`src/verilog/monitor_sticky_map.svh`:
```
// Register offsets, field positions, reset values and widths of the monitor sticky status bank
`ifndef MONITOR_STICKY_MAP_SVH
`define MONITOR_STICKY_MAP_SVH

`define MSB_ADDR_W            16
`define MSB_DATA_W            8

`define MSB_REF_FAULT_6_OFS   16'h018c
`define MSB_REF_FAULT_7_OFS   16'h018d
`define MSB_REF_FAULT_8_OFS   16'h018e
`define MSB_REF_FAULT_9_OFS   16'h018f
`define MSB_LOOP_EVENT_0_OFS  16'h0196
`define MSB_LOOP_EVENT_1_OFS  16'h0197
`define MSB_IRQ_MASK_LO_OFS   16'h01f0
`define MSB_IRQ_MASK_HI_OFS   16'h01f1

`define MSB_REF_PERIOD_BIT    4
`define MSB_REF_GUARD_BIT     3
`define MSB_REF_COARSE_BIT    2
`define MSB_REF_SINGLE_BIT    1
`define MSB_REF_LOS_BIT       0
`define MSB_REF_USED_MASK     8'h1f

`define MSB_LOOP_SLOPE_BIT    7
`define MSB_LOOP_PMEM_BIT     6
`define MSB_LOOP_RANGE_BIT    5
`define MSB_LOOP_HOLD_BIT     1
`define MSB_LOOP_LOL_BIT      0
`define MSB_LOOP_USED_MASK    8'he3

`define MSB_LATCH_RESET       8'h00
`define MSB_MASK_RESET        8'h00
`define MSB_READ_IDLE         8'h00

`define MSB_NUM_REF           4
`define MSB_NUM_LOOP          2

`endif

```
`src/verilog/monitor_sticky_pkg.sv`:
```
// Types shared by the monitor sticky status bank
package monitor_sticky_pkg;

   typedef logic [7:0] byte_t;

   typedef struct packed {
      logic period;
      logic guard;
      logic coarse;
      logic single;
      logic los;
   } ref_events_s;

   typedef struct packed {
      logic slope;
      logic pmem;
      logic range;
      logic hold;
      logic lol;
   } loop_events_s;

   typedef struct packed {
      logic [15:0] addr;
      logic [7:0]  wdata;
      logic        wr;
      logic        rd;
   } reg_req_s;

   typedef enum logic [1:0] {
      RD_IDLE,
      RD_VALID
   } read_phase_e;

endpackage : monitor_sticky_pkg

```
`src/verilog/sticky_byte.sv`:
```
// One 8-bit write-one-to-clear sticky latch with a fixed mask of implemented bits
`include "monitor_sticky_map.svh"

module sticky_byte #(
   parameter logic [7:0] USED_MASK = 8'hff
) (
   input  wire logic       clk,
   input  wire logic       rst,
   input  wire logic [7:0] set_in,
   input  wire logic       clr_we,
   input  wire logic [7:0] clr_data,
   output      logic [7:0] value
);

   typedef struct packed {
      logic [7:0] latch_q;
   } state_s;

   state_s st_q;
   state_s st_d;

   always_comb begin
      st_d = st_q;
      if (clr_we) begin
         st_d.latch_q = st_q.latch_q & ~clr_data;
      end
      // Set after clear so a same-cycle event survives the acknowledge
      st_d.latch_q = (st_d.latch_q | set_in) & USED_MASK;
   end

   always_ff @(posedge clk or posedge rst) begin
      if (rst) begin
         st_q <= '{latch_q: `MSB_LATCH_RESET};
      end else begin
         st_q <= st_d;
      end
   end

   assign value = st_q.latch_q;

endmodule : sticky_byte

```
`src/verilog/monitor_sticky_status_bank.sv`:
```
// Latched reference-fault and loop-event status bank with write-one-to-clear and interrupt
`include "monitor_sticky_map.svh"

module monitor_sticky_status_bank (
   input  wire logic                                                 CLK_SYS,
   input  wire logic                                                 RESET,
   input  wire logic [15:0]                                          REG_ADDR,
   input  wire logic [7:0]                                           REG_WDATA,
   input  wire logic                                                 REG_WR,
   input  wire logic                                                 REG_RD,
   output      logic [7:0]                                           REG_RDATA,
   input  wire monitor_sticky_pkg::ref_events_s  [`MSB_NUM_REF-1:0]  REF_EVENTS,
   input  wire monitor_sticky_pkg::loop_events_s [`MSB_NUM_LOOP-1:0] LOOP_EVENTS,
   output      logic                                                 IRQ
);

   typedef struct packed {
      logic [7:0]                      rdata_q;
      monitor_sticky_pkg::read_phase_e phase_q;
      logic [7:0]                      mask_lo_q;
      logic [7:0]                      mask_hi_q;
   } state_s;

   state_s st_q;
   state_s st_d;

   monitor_sticky_pkg::reg_req_s req;
   monitor_sticky_pkg::byte_t    ref_set   [`MSB_NUM_REF];
   monitor_sticky_pkg::byte_t    ref_val   [`MSB_NUM_REF];
   logic                         ref_we    [`MSB_NUM_REF];
   monitor_sticky_pkg::byte_t    loop_set  [`MSB_NUM_LOOP];
   monitor_sticky_pkg::byte_t    loop_val  [`MSB_NUM_LOOP];
   logic                         loop_we   [`MSB_NUM_LOOP];
   logic [7:0]                   ref_any;
   logic [7:0]                   loop_any;

   assign req.addr  = REG_ADDR;
   assign req.wdata = REG_WDATA;
   assign req.wr    = REG_WR;
   assign req.rd    = REG_RD;

   // Reference fault latches, one per monitored input
   for (genvar i = 0; i < `MSB_NUM_REF; i++) begin : g_ref
      always_comb begin
         ref_set[i]                      = `MSB_LATCH_RESET;
         ref_set[i][`MSB_REF_PERIOD_BIT] = REF_EVENTS[i].period;
         ref_set[i][`MSB_REF_GUARD_BIT]  = REF_EVENTS[i].guard;
         ref_set[i][`MSB_REF_COARSE_BIT] = REF_EVENTS[i].coarse;
         ref_set[i][`MSB_REF_SINGLE_BIT] = REF_EVENTS[i].single;
         ref_set[i][`MSB_REF_LOS_BIT]    = REF_EVENTS[i].los;
      end

      // Consecutive offsets from reference 6 upward
      assign ref_we[i] = req.wr && (req.addr == `MSB_REF_FAULT_6_OFS + 16'(i));

      sticky_byte #(
         .USED_MASK (`MSB_REF_USED_MASK)
      ) u_ref (
         .clk      (CLK_SYS),
         .rst      (RESET),
         .set_in   (ref_set[i]),
         .clr_we   (ref_we[i]),
         .clr_data (req.wdata),
         .value    (ref_val[i])
      );
   end

   // Loop event latches, one per digital loop
   for (genvar j = 0; j < `MSB_NUM_LOOP; j++) begin : g_loop
      always_comb begin
         loop_set[j]                      = `MSB_LATCH_RESET;
         loop_set[j][`MSB_LOOP_SLOPE_BIT] = LOOP_EVENTS[j].slope;
         loop_set[j][`MSB_LOOP_PMEM_BIT]  = LOOP_EVENTS[j].pmem;
         loop_set[j][`MSB_LOOP_RANGE_BIT] = LOOP_EVENTS[j].range;
         loop_set[j][`MSB_LOOP_HOLD_BIT]  = LOOP_EVENTS[j].hold;
         loop_set[j][`MSB_LOOP_LOL_BIT]   = LOOP_EVENTS[j].lol;
      end

      assign loop_we[j] = req.wr && (req.addr == `MSB_LOOP_EVENT_0_OFS + 16'(j));

      sticky_byte #(
         .USED_MASK (`MSB_LOOP_USED_MASK)
      ) u_loop (
         .clk      (CLK_SYS),
         .rst      (RESET),
         .set_in   (loop_set[j]),
         .clr_we   (loop_we[j]),
         .clr_data (req.wdata),
         .value    (loop_val[j])
      );
   end

   // Register slave: writes take effect at the strobe edge, reads answer one cycle later
   always_comb begin
      st_d         = st_q;
      st_d.rdata_q = `MSB_READ_IDLE;
      st_d.phase_q = monitor_sticky_pkg::RD_IDLE;

      if (req.wr) begin
         case (req.addr)
            `MSB_IRQ_MASK_LO_OFS: begin
               st_d.mask_lo_q = req.wdata;
            end
            `MSB_IRQ_MASK_HI_OFS: begin
               st_d.mask_hi_q = req.wdata;
            end
            default: begin
               st_d.mask_lo_q = st_q.mask_lo_q;
            end
         endcase
      end

      if (req.rd) begin
         st_d.phase_q = monitor_sticky_pkg::RD_VALID;
         // Unmapped addresses read as zero rather than stalling the master
         case (req.addr)
            `MSB_REF_FAULT_6_OFS:  st_d.rdata_q = ref_val[0];
            `MSB_REF_FAULT_7_OFS:  st_d.rdata_q = ref_val[1];
            `MSB_REF_FAULT_8_OFS:  st_d.rdata_q = ref_val[2];
            `MSB_REF_FAULT_9_OFS:  st_d.rdata_q = ref_val[3];
            `MSB_LOOP_EVENT_0_OFS: st_d.rdata_q = loop_val[0];
            `MSB_LOOP_EVENT_1_OFS: st_d.rdata_q = loop_val[1];
            `MSB_IRQ_MASK_LO_OFS:  st_d.rdata_q = st_q.mask_lo_q;
            `MSB_IRQ_MASK_HI_OFS:  st_d.rdata_q = st_q.mask_hi_q;
            default:               st_d.rdata_q = `MSB_READ_IDLE;
         endcase
      end
   end

   always_ff @(posedge CLK_SYS or posedge RESET) begin
      if (RESET) begin
         st_q <= '{rdata_q:   `MSB_READ_IDLE,
                   phase_q:   monitor_sticky_pkg::RD_IDLE,
                   mask_lo_q: `MSB_MASK_RESET,
                   mask_hi_q: `MSB_MASK_RESET};
      end else begin
         st_q <= st_d;
      end
   end

   // Read data stand only in the cycle after the strobe
   assign REG_RDATA = (st_q.phase_q == monitor_sticky_pkg::RD_VALID) ? st_q.rdata_q : `MSB_READ_IDLE;

   // Low mask byte: bit n gates any flag of reference latch n; high byte: bit n gates loop latch n
   always_comb begin
      ref_any  = 8'h00;
      loop_any = 8'h00;
      for (int k = 0; k < `MSB_NUM_REF; k++) begin
         ref_any[k] = |ref_val[k];
      end
      for (int k = 0; k < `MSB_NUM_LOOP; k++) begin
         loop_any[k] = |loop_val[k];
      end
   end

   assign IRQ = |(ref_any & st_q.mask_lo_q) | |(loop_any & st_q.mask_hi_q);

endmodule : monitor_sticky_status_bank

```
`config.mk`:
```
export PLATFORM = sky130hd
export DESIGN_NAME = monitor_sticky_status_bank
export DESIGN_NICKNAME = d
export VERILOG_FILES = /design/src/verilog/monitor_sticky_pkg.sv /design/src/verilog/sticky_byte.sv /design/src/verilog/monitor_sticky_status_bank.sv
export VERILOG_INCLUDE_DIRS = /design/src /design/src/verilog
export SDC_FILE = /design/constraint.sdc
export NUM_CORES = 1
export LEC_CHECK = 0
export ABC_AREA = 0
export BUFFER_PORTS_ARGS = -buffer_cell sky130_fd_sc_hd__buf_2
export CORE_AREA = 2 2 80 82
export CTS_BUF_LIST = sky130_fd_sc_hd__clkbuf_8 sky130_fd_sc_hd__clkbuf_16
export DETAILED_ROUTE_END_ITERATION = 12
export DIE_AREA = 0 0 82 84
export PLACE_DENSITY_LB_ADDON = 0.12
export SETUP_SLACK_MARGIN = 0.1
export SYNTH_ARGS = -nofsm -noshare
export SYNTH_HDL_FRONTEND = slang
export SYNTH_SLANG_ARGS = --single-unit
export TNS_END_PERCENT = 30
```
`constraint.sdc`:
```
create_clock -name CLK_SYS -period 1.74 [get_ports CLK_SYS]
set_clock_uncertainty 0.05 [all_clocks]
set_input_delay 0.261 -clock CLK_SYS [delete_from_list [all_inputs] [get_ports CLK_SYS]]
set_output_delay 0.261 -clock CLK_SYS [all_outputs]
set_load 0.02 [all_outputs]
```
## Yosys cells after proc, flatten, opt, wreduce, memory -nomap -nowiden

Index checks and enable logic that the tools add are counted.
W data, S select, Z words.

| word-level totals | value |
|---|---|
| flip-flop bits (word level) | 56 |
| output and inout bits | 9 |

| operators by class | value |
|---|---|
| equality and inequality tests | 9 |
| multiplexer cells | 9 |
| bitwise logic cells | 16 |
| reductions and logical operators | 16 |

Operators by type and width:

| cell | number |
|---|---|
| $eq A16 B9 Y1 const B | 8 |
| $pmux W8 S8 | 1 |
| $reduce_or A5 Y1 | 6 |
| $mux W8 | 3 |
| $and A5 B5 Y5 | 4 |
| $mux W5 | 4 |
| $or A5 B5 Y5 | 4 |
| $and A8 B8 Y8 | 2 |
| $or A8 B8 Y8 | 2 |
| $reduce_or A8 Y1 | 2 |
| $mux W10 | 1 |
| $and A2 B8 Y8 | 1 |
| $and A4 B8 Y8 | 1 |
| $not A8 Y8 | 1 |
| $logic_and A1 B1 Y1 | 6 |
| $reduce_and A2 Y1 | 2 |
| $eq A2 B1 Y1 const B | 1 |
| $or A1 B1 Y1 | 1 |

## Depth between registers and ports, before layout

Gate-level depths: netlist of the first run.

| depth | value |
|---|---|
| depth after elaboration | 4 |
| gate-level depth with buffers | 6 |
| mapped depth without buffers | 4 |

## Modules after synthesis

From an unflattened synthesis of the first run, not the netlist that was laid out.

| unflattened totals | value |
|---|---|
| cells, all modules | 278 |
| area total of the unflattened synthesis | 2985.4 um^2 |

Modules (own cells, without submodules):

| module | times used | cells each | area each (um^2) | seq. area each (um^2) |
|---|---|---|---|---|
| monitor_sticky_status_bank | 1 | 158 | 1716.6 | 625.6 |
| sticky_byte | 6 | 20 | 211.5 | 125.1 |

## Worst setup path before layout of the first run

Ideal clock, no wire load.

| timing path | value |
|---|---|
| path kind | input -> register |
| start | in REG_ADDR[10] |
| end | reg st_q[12] (netlist name) |
| library setup time | 0.125 ns |
| arrival | 1.522 ns |
| slack | 0.043 ns |
| cell stages on the path | 4 |
| cells stage by stage | nor4_4 > nand4b_4 > nor3b_4 > mux2_2 |

| on the way | value |
|---|---|
| longest elaborated chain between the ends | 2 |

RTL lines:

| element | line | source |
|---|---|---|
| from (decl) | monitor_sticky_status_bank.sv:7 | `input wire logic [15:0] REG_ADDR,` |
| $eq A16 B9 Y1 | monitor_sticky_status_bank.sv:100 | `case (req.addr)` |
| $reduce_and A2 Y1 (no source line) | - |  |
| to (signal assigned) | monitor_sticky_status_bank.sv:132 | `` st_q <= '{rdata_q: `MSB_READ_IDLE, `` |
| to (signal assigned) | monitor_sticky_status_bank.sv:137 | `st_q <= st_d;` |
| to (decl) | monitor_sticky_status_bank.sv:24 | `state_s st_q;` |

No other way between the ends.
A chain may end at the register's enable or synchronous reset.

## Worst setup path after layout of the first run

| timing path | value |
|---|---|
| start | reg g_loop[0].u_loop.st_q (netlist bit g_loop[0].u_loop.value[7]) |
| end | out IRQ |

| on the way | value |
|---|---|
| longest elaborated chain between the ends | 4 |

RTL lines:

| element | line | source |
|---|---|---|
| from (decl) | sticky_byte.sv:19 | `state_s st_q;` |
| from (signal assigned) | sticky_byte.sv:33 | `` st_q <= '{latch_q: `MSB_LATCH_RESET}; `` |
| from (signal assigned) | sticky_byte.sv:35 | `st_q <= st_d;` |
| $reduce_or A5 Y1 | monitor_sticky_status_bank.sv:152 | `loop_any[k] = \|loop_val[k];` |
| $and A2 B8 Y8 | monitor_sticky_status_bank.sv:156 | `assign IRQ = \|(ref_any & st_q.mask_lo_q) \| \|(loop_any & st_q.mask_hi_q);` |
| $reduce_or A8 Y1 | monitor_sticky_status_bank.sv:156 |  |
| $or A1 B1 Y1 | monitor_sticky_status_bank.sv:156 |  |
| to (decl) | monitor_sticky_status_bank.sv:14 | `output logic IRQ` |

No other way between the ends.

==> results of run 1 <==
critical path, delay by kind of cell, from the launching register on:
family	cells	cell delay [ns]
and+or+nand+nor	3	0.83
DFF	1	0.39
AOI/OAI and AO/OA	1	0.16
buffers and inverters	1	0.14
metal layers:
metal  vias to the layer above  wire (um)  GRT usage
li1                       1118          -          -
met1                      1175       3582     0.3499
met2                        54       3620     0.3681
met3                         8        255    0.03139
met4                         0         76    0.05606
met5                         -          0          0
placed cells by master (no fill, tap or decap), types with 3 or more instances in the layout:
| cell | instances |
|---|---|
| a21o_1 | 31 |
| a22o_1 | 3 |
| and2_1 | 12 |
| and3_1 | 4 |
| and4_1 | 3 |
| buf_12 | 5 |
| buf_2 | 65 |
| buf_4 | 37 |
| buf_6 | 3 |
| clkbuf_8 | 5 |
| clkinvlp_4 | 3 |
| dfrtp_1 | 55 |
| mux2_1 | 3 |
| mux2_2 | 14 |
| mux2i_1 | 13 |
| mux4_2 | 3 |
| nand2_1 | 3 |
| nand3_1 | 9 |
| nand4_1 | 20 |
| nor2b_1 | 5 |
| o21ai_0 | 3 |
| o22ai_1 | 5 |
| or3_1 | 3 |
| or4_1 | 4 |
cell type report:
| cell class | count | share of cell area |
|---|---|---|
| Timing Repair Buffer | 111 | 0.2010 |
| Sequential cell | 55 | 0.3704 |
| Clock buffer | 5 | 0.01852 |
| Clock inverter | 3 | 0.006397 |
| Inverter | 1 | 0.002020 |
| Tap cell | 77 | 0.02593 |
| Multi-Input combinational cell | 166 | 0.3758 |
worst paths after layout:
| kind | start | to | slack [ns] | cells after the start |
|---|---|---|---|---|
| max | g_loop[0].u_loop.value[7] | IRQ | -0.40 | 5 |
| min reg2reg | st_q[2] | st_q[2] | 0.47 | 1 |
| max in group asynchronous | RESET | g_loop[1].u_loop.value[0] | 0.68 | 4 |
| min | LOOP_EVENTS[3] | g_loop[0].u_loop.value[6] | 0.06 | 2 |
| max reg2reg | g_ref[2].u_ref.value[1] | st_q[19] | 0.07 | 5 |
| min in group asynchronous | RESET | st_q[19] | 0.43 | 3 |
repair_timing:
item / 4_1_cts / 5_1_grt
hold endpoints to repair: 17 / 0
pin swaps: 7 / 6
resized for setup: 10 / 3
hold buffers: 1 / 0
setup endpoints to repair: 2 / 2
power by group through the flow:
stage          combinational [mW]  clock [mW]  sequential, mW
2_1_floorplan              0.0866           0            1.31
3_3_place_gp                0.221           0            1.31
3_5_place_dp                0.223           0            1.31
4_1_cts                     0.226       0.765            1.28
5_1_grt                     0.245       0.815            1.28
6_report                    0.225       0.754            1.28
cells by family (layout without fill, tap and decap cells):
kind of cell,after synthesis,after routing,synth area share
AND/OR/NAND/NOR,80,80,0.2077
multiplexers,34,34,0.1426
flip-flops,55,55,0.4902
buffers and inverters,14,120,0.02228
AO/OA/AOI/OAI,52,52,0.1373
flip-flops by register name, indices dropped and copies added, names as in the netlist:
register / count
g_ref.u_ref.value: 20
g_loop.u_loop.value: 10
st_q: 25
stage by stage:
stage               TNS (ns)  total power [mW]  hold slack, ns  setup slack (ns)  std cells
global placement      -1.173             1.526          0.2400           -0.1502        409
CTS                  -0.4290             2.272         0.05710           -0.4290        418
global route         -0.4776             2.341         0.06228           -0.4776        418
detailed placement    -1.526             1.529          0.2425           -0.1612        409
finish               -0.4034             2.259         0.05648           -0.4034        418
floorplan                  0             1.392          0.2424           0.06293        235
==> run_results.csv, run 1 <==
group,metric,value,unit
die,rows,29,
clock_tree,htreeDepth,2,
detailed_routing,vias_per_cell,5.634,
run_status,violations,"setup timing",
worst_setup_path,cpPeakStageDelay,0.53,ns
timing,setup_viol,1,
detailed_routing,totalWireLength,7535,um
job,cap_violations,0,
worst_setup_path,cp_slowest_cell,"or4_4",
synthesis,synth_edf_count,0,
worst_setup_path,crit_fanout,2,
clock_tree,clock_latency,0.32,ns
die,fp.dieArea,6888,um2
pwr,peakVddDrop,382.1,uV
synthesis,ys_seq_elements,55,
worst_setup_path,worstSetupPathType,"flip-flop to output pin",
timing,worst_slack,-0.4034,ns
synthesis,syn_nets,293,
worst_setup_path,cp.required,1.43,ns
clock_tree,cts_root_buf,"clkbuf_8",
final_layout,syn_to_final_growth,32.35,%
timing,slew-limit-headroom,0.7097,
die,coreArea,6096,um2
synthesis,synth-seq-area-share,0.4902,
clock_tree,clock_path_buffers,2,
die,ios,67,
final_layout,diodes,0,
synthesis,yosys.area.top_type_share,0.4902,
clock_tree,cts_made_buffers,5,
detailed_routing,drtIter0Drc,73,
timing,slew_viol_final,0,
worst_hold_path,hold_path_class,"primary input to flip-flop",
synthesis,synth_cell_type_count,34,
timing,post-route-min-period,2.143,ns
timing,worst_pin_slew,0.4345,ns
clock_tree,cts.sinks,55,
die,die_h,84,um
grt,grt_max_degree,39,
place,gp_congestion,0.8760,
final_layout,register_area,1376,um2
synthesis,synth.area.top_cells,"dfrtp_1 (49%), a21o_1 (8.3%), mux2_2 (6.0%)",
pwr,p_sw,591.9,uW
clock_tree,cts_tree,"done",
grt,antenna_found_initial,0,
detailed_routing,vias,2355,
clock_tree,clk_pin_slew,0.12,ns
final_layout,layout-drive-gt1-share,0.4428,
pwr,p_comb_frac,0.099,
synthesis,yosys.cell_count.top_type,"dfrtp_1",
worst_setup_path,end_kind,"output pin",
pwr,p_int,1.667,mW
synthesis,yosysWarnings,0,
pwr,p_leak,1.664,nW
worst_setup_path,cp_cell_sequence,"or4_4 > o21ai_2 > and4_1 > nand3_2 > buf_6",
grt,grt_pass1_vias,2376,
synthesis,synthFlopType,"dfrtp_1",
grt,grt_pass1_wl,12410,um
die,die_w,82,um
detailed_routing,firstDrtPassIters,4,
timing,hold_viol_final,0,
final_layout,multi_input_area,1396,um2
die,start_util,0.4606,
place,io_buffers,66,
pwr,power_frac_clock,0.334,
worst_setup_path,worstPathArrival,1.83,ns
pwr,p_per_area,607.8,nW/um2
synthesis,synth_common_cells,"dfrtp_1 (55), a21o_1 (31), nand4_1 (20)",
clock_tree,post_cts_buffers,0,
detailed_routing,route.antenna.remaining_nets,0,
detailed_routing,wl_per_cell,18.03,um
place,place_area,3580,um2
timing,fmax,466.6,MHz
synthesis,synth_top_cell_by_area,"dfrtp_1",
timing,period_share,1.232,
detailed_routing,drt_drc_violations_left,0,
final_layout,finish.utilization,0.6096,
synthesis,synthCells,235,
pwr,p_seq_frac,0.567,
final_layout,fin_area,3716,um2
final_layout,nets,398,
timing,rsz0062_at_grt,"yes",
final_layout,num-fill-cells,530,
grt,grt-ovfl-total,0,
synthesis,syn_avg_cell_area,11.95,um2
worst_setup_path,start_kind,"flip-flop",
synthesis,netlist_area,2808,um2
grt,grtUsageTotal,0.2367,
place,dp_hpwl,5734,um
run_status,status,"finished, violations left",
synthesis,synthArstFlopShare,1.000,
pwr,p_sw_frac,0.2621,
Power figures use the tool's default switching activity.
==> run 2: changes to the inputs <==
- CAP_MARGIN: default -> 15
- GPL_TIMING_DRIVEN: default -> 0
==> run 2 against run 1 <==
  * The flow still finishes with violations (setup timing)
  * Global-route usage shrank 0.66 points
  * Maximum frequency shrank 0.99%
  * Sequential cell count is the same
  * Cell count shrank 4.3%
  * Core utilization shrank 3.4 points
  * Non-clock buffer count shrank 18
  * Combinational power shrank 5%
  * Hold slack gained 0.0046 ns
  * Die area is the same
  * Clock power shrank 8.1%
  * Total power shrank 3.2%
  * First-iteration DRC count grew 110%
==> run_results.csv, run 2 (synthesis results as in run 1) <==
group,metric,value,unit
worst_setup_path,timing.rr.start,"g_ref[2].u_ref.value[1]",
detailed_routing,drt_drc_violations_left,0,
grt,antenna_found_initial,0,
final_layout,final_cell_mix,"buf_2 (69), dfrtp_1 (55), a21o_1 (31)",
final_layout,largest_register_ffs,25,
die,ios,67,
die,die_w,82,um
detailed_routing,totalWireLength,7333,um
pwr,peakVddDrop,389.5,uV
worst_setup_path,start_kind,"flip-flop",
place,io_buffers,65,
timing,slew-limit-headroom,0.6535,
grt,grt_max_degree,37,
grt,grt-ovfl-total,0,
final_layout,fin_area,3507,um2
timing,period_share,1.244,
final_layout,syn_to_final_growth,24.91,%
final_layout,finish.utilization,0.5753,
place,gp_congestion,0.8289,
grt,grt_pass1_vias,2330,
worst_setup_path,startpoint,"g_ref[3].u_ref.value[4]",
pwr,p_sw_frac,0.2497,
worst_setup_path,r2r_slack,0.15,ns
detailed_routing,route.antenna.remaining_nets,0,
worst_setup_path,rr_worst_depth,4,
detailed_routing,firstDrtPassIters,4,
clock_tree,clock_latency,0.32,ns
grt,grtUsageTotal,0.2302,
pwr,p_per_area,623.2,nW/um2
run_status,violations,"setup timing",
timing,post-route-min-period,2.165,ns
clock_tree,clk_pin_slew,0.10,ns
worst_setup_path,worstSetupPathType,"flip-flop to output pin",
worst_hold_path,hold_depth,2,
die,rows,29,
worst_setup_path,worstPathArrival,1.85,ns
timing,worst_slack,-0.4249,ns
pwr,p_comb_frac,0.097,
run_status,status,"finished, violations left",
final_layout,nets,380,
timing,hold_viol_final,0,
place,place_area,3261,um2
clock_tree,cts_tree,"done",
worst_hold_path,hold_path_class,"primary input to flip-flop",
pwr,p_seq_frac,0.586,
timing,setup_viol,1,
pwr,p_leak,1.547,nW
worst_setup_path,critPathCapture,"IRQ",
final_layout,diodes,0,
final_layout,layout_commonest_cell,"buf_2",
grt,grt_pass1_wl,12050,um
job,cap_violations,0,
place,dp_hpwl,5408,um
timing,worst_pin_slew,0.5197,ns
final_layout,top_register,"st_q",
timing,slew_viol_final,0,
pwr,finalPower,2.186,mW
clock_tree,cts_made_buffers,5,
worst_setup_path,cp.required,1.43,ns
die,start_util,0.4606,
die,die_h,84,um
final_layout,layout-drive-gt1-share,0.4056,
worst_setup_path,r2r_end,"st_q[19]",
pwr,p_int,1.640,mW
clock_tree,clock_path_buffers,2,
detailed_routing,vias,2346,
pwr,p_sw,545.9,uW
detailed_routing,drtIter0Drc,150,
clock_tree,cts_root_buf,"clkbuf_8",
clock_tree,cts.sinks,55,
worst_setup_path,end_kind,"output pin",
detailed_routing,vias_per_cell,5.865,
die,coreArea,6096,um2
clock_tree,htreeDepth,2,
worst_setup_path,crit_fanout,2,
timing,fmax,461.9,MHz
die,fp.dieArea,6888,um2
detailed_routing,wl_per_cell,18.33,um
timing,rsz0062_at_grt,"yes",
pwr,power_frac_clock,0.317,
==> run 2: worst min-delay path by stage <==
stage	from	endpoint	slack, ns
finish	REF_EVENTS[2]	g_ref[0].u_ref.value[2]	0.06
global route	REF_EVENTS[17]	g_ref[3].u_ref.value[2]	0.06
CTS	REF_EVENTS[15]	g_ref[3].u_ref.value[0]	0.06
detailed placement	RESET	st_q[21]	0.26
global placement	REF_EVENTS[7]	g_ref[1].u_ref.value[2]	0.39
floorplan	REG_RD	st_q[16]	0.24
==> run 2: layout make-up <==
| class | count | area, um2 |
|---|---|---|
| Sequential cell | 55 | 1376 |
| Inverter | 1 | 7.507 |
| Fill cell | 551 | 2589 |
| Tap cell | 77 | 96.34 |
| Clock buffer | 5 | 68.82 |
| Timing Repair Buffer | 80 | 459.2 |
| Clock inverter | 3 | 12.51 |
| Multi-Input combinational cell | 166 | 1419 |
| Buffer | 13 | 67.56 |
==> run 2: power by group through the flow <==
stage	clock network, mW	registers, mW	logic [mW]
2_1_floorplan	0	1.31	0.0866
3_3_place_gp	0	1.31	0.200
3_5_place_dp	0	1.31	0.207
4_1_cts	0.703	1.28	0.210
5_1_grt	0.751	1.28	0.232
6_report	0.693	1.28	0.213
==> run 2: routing by layer <==
metal / global-route usage / wire length [um]
met1: 0.3385 / 3298
met2: 0.3474 / 3490
met3: 0.04437 / 447
met4: 0.06061 / 96
met5: 0 / 0
==> run 2: stage by stage <==
stage,cells,hold WS [ns],TNS [ns],setup WS (ns)
after floorplan,235,0.2424,0,0.06293
after global placement,377,0.3890,-7.165,-0.2887
after detailed placement,378,0.2637,-7.999,-0.3128
after CTS,397,0.06354,-0.4155,-0.4155
after global routing,400,0.06304,-0.4810,-0.4810
final,400,0.06106,-0.4249,-0.4249
==> run 2: repair_timing <==
item,in CTS,in global routing
gates resized for setup,8,13
pin swaps,7,5
hold buffers,1,0
endpoints found under the hold margin,19,0
endpoints found under the setup margin,17,28
buffers inserted,10,3
==> run 2: critical path, cell delays in order, from the launching register on <==
cell     delay, ns
dfrtp_1       0.40
or4_4         0.55
o21ai_2       0.14
and4_1        0.21
nand3_2       0.09
buf_6         0.15
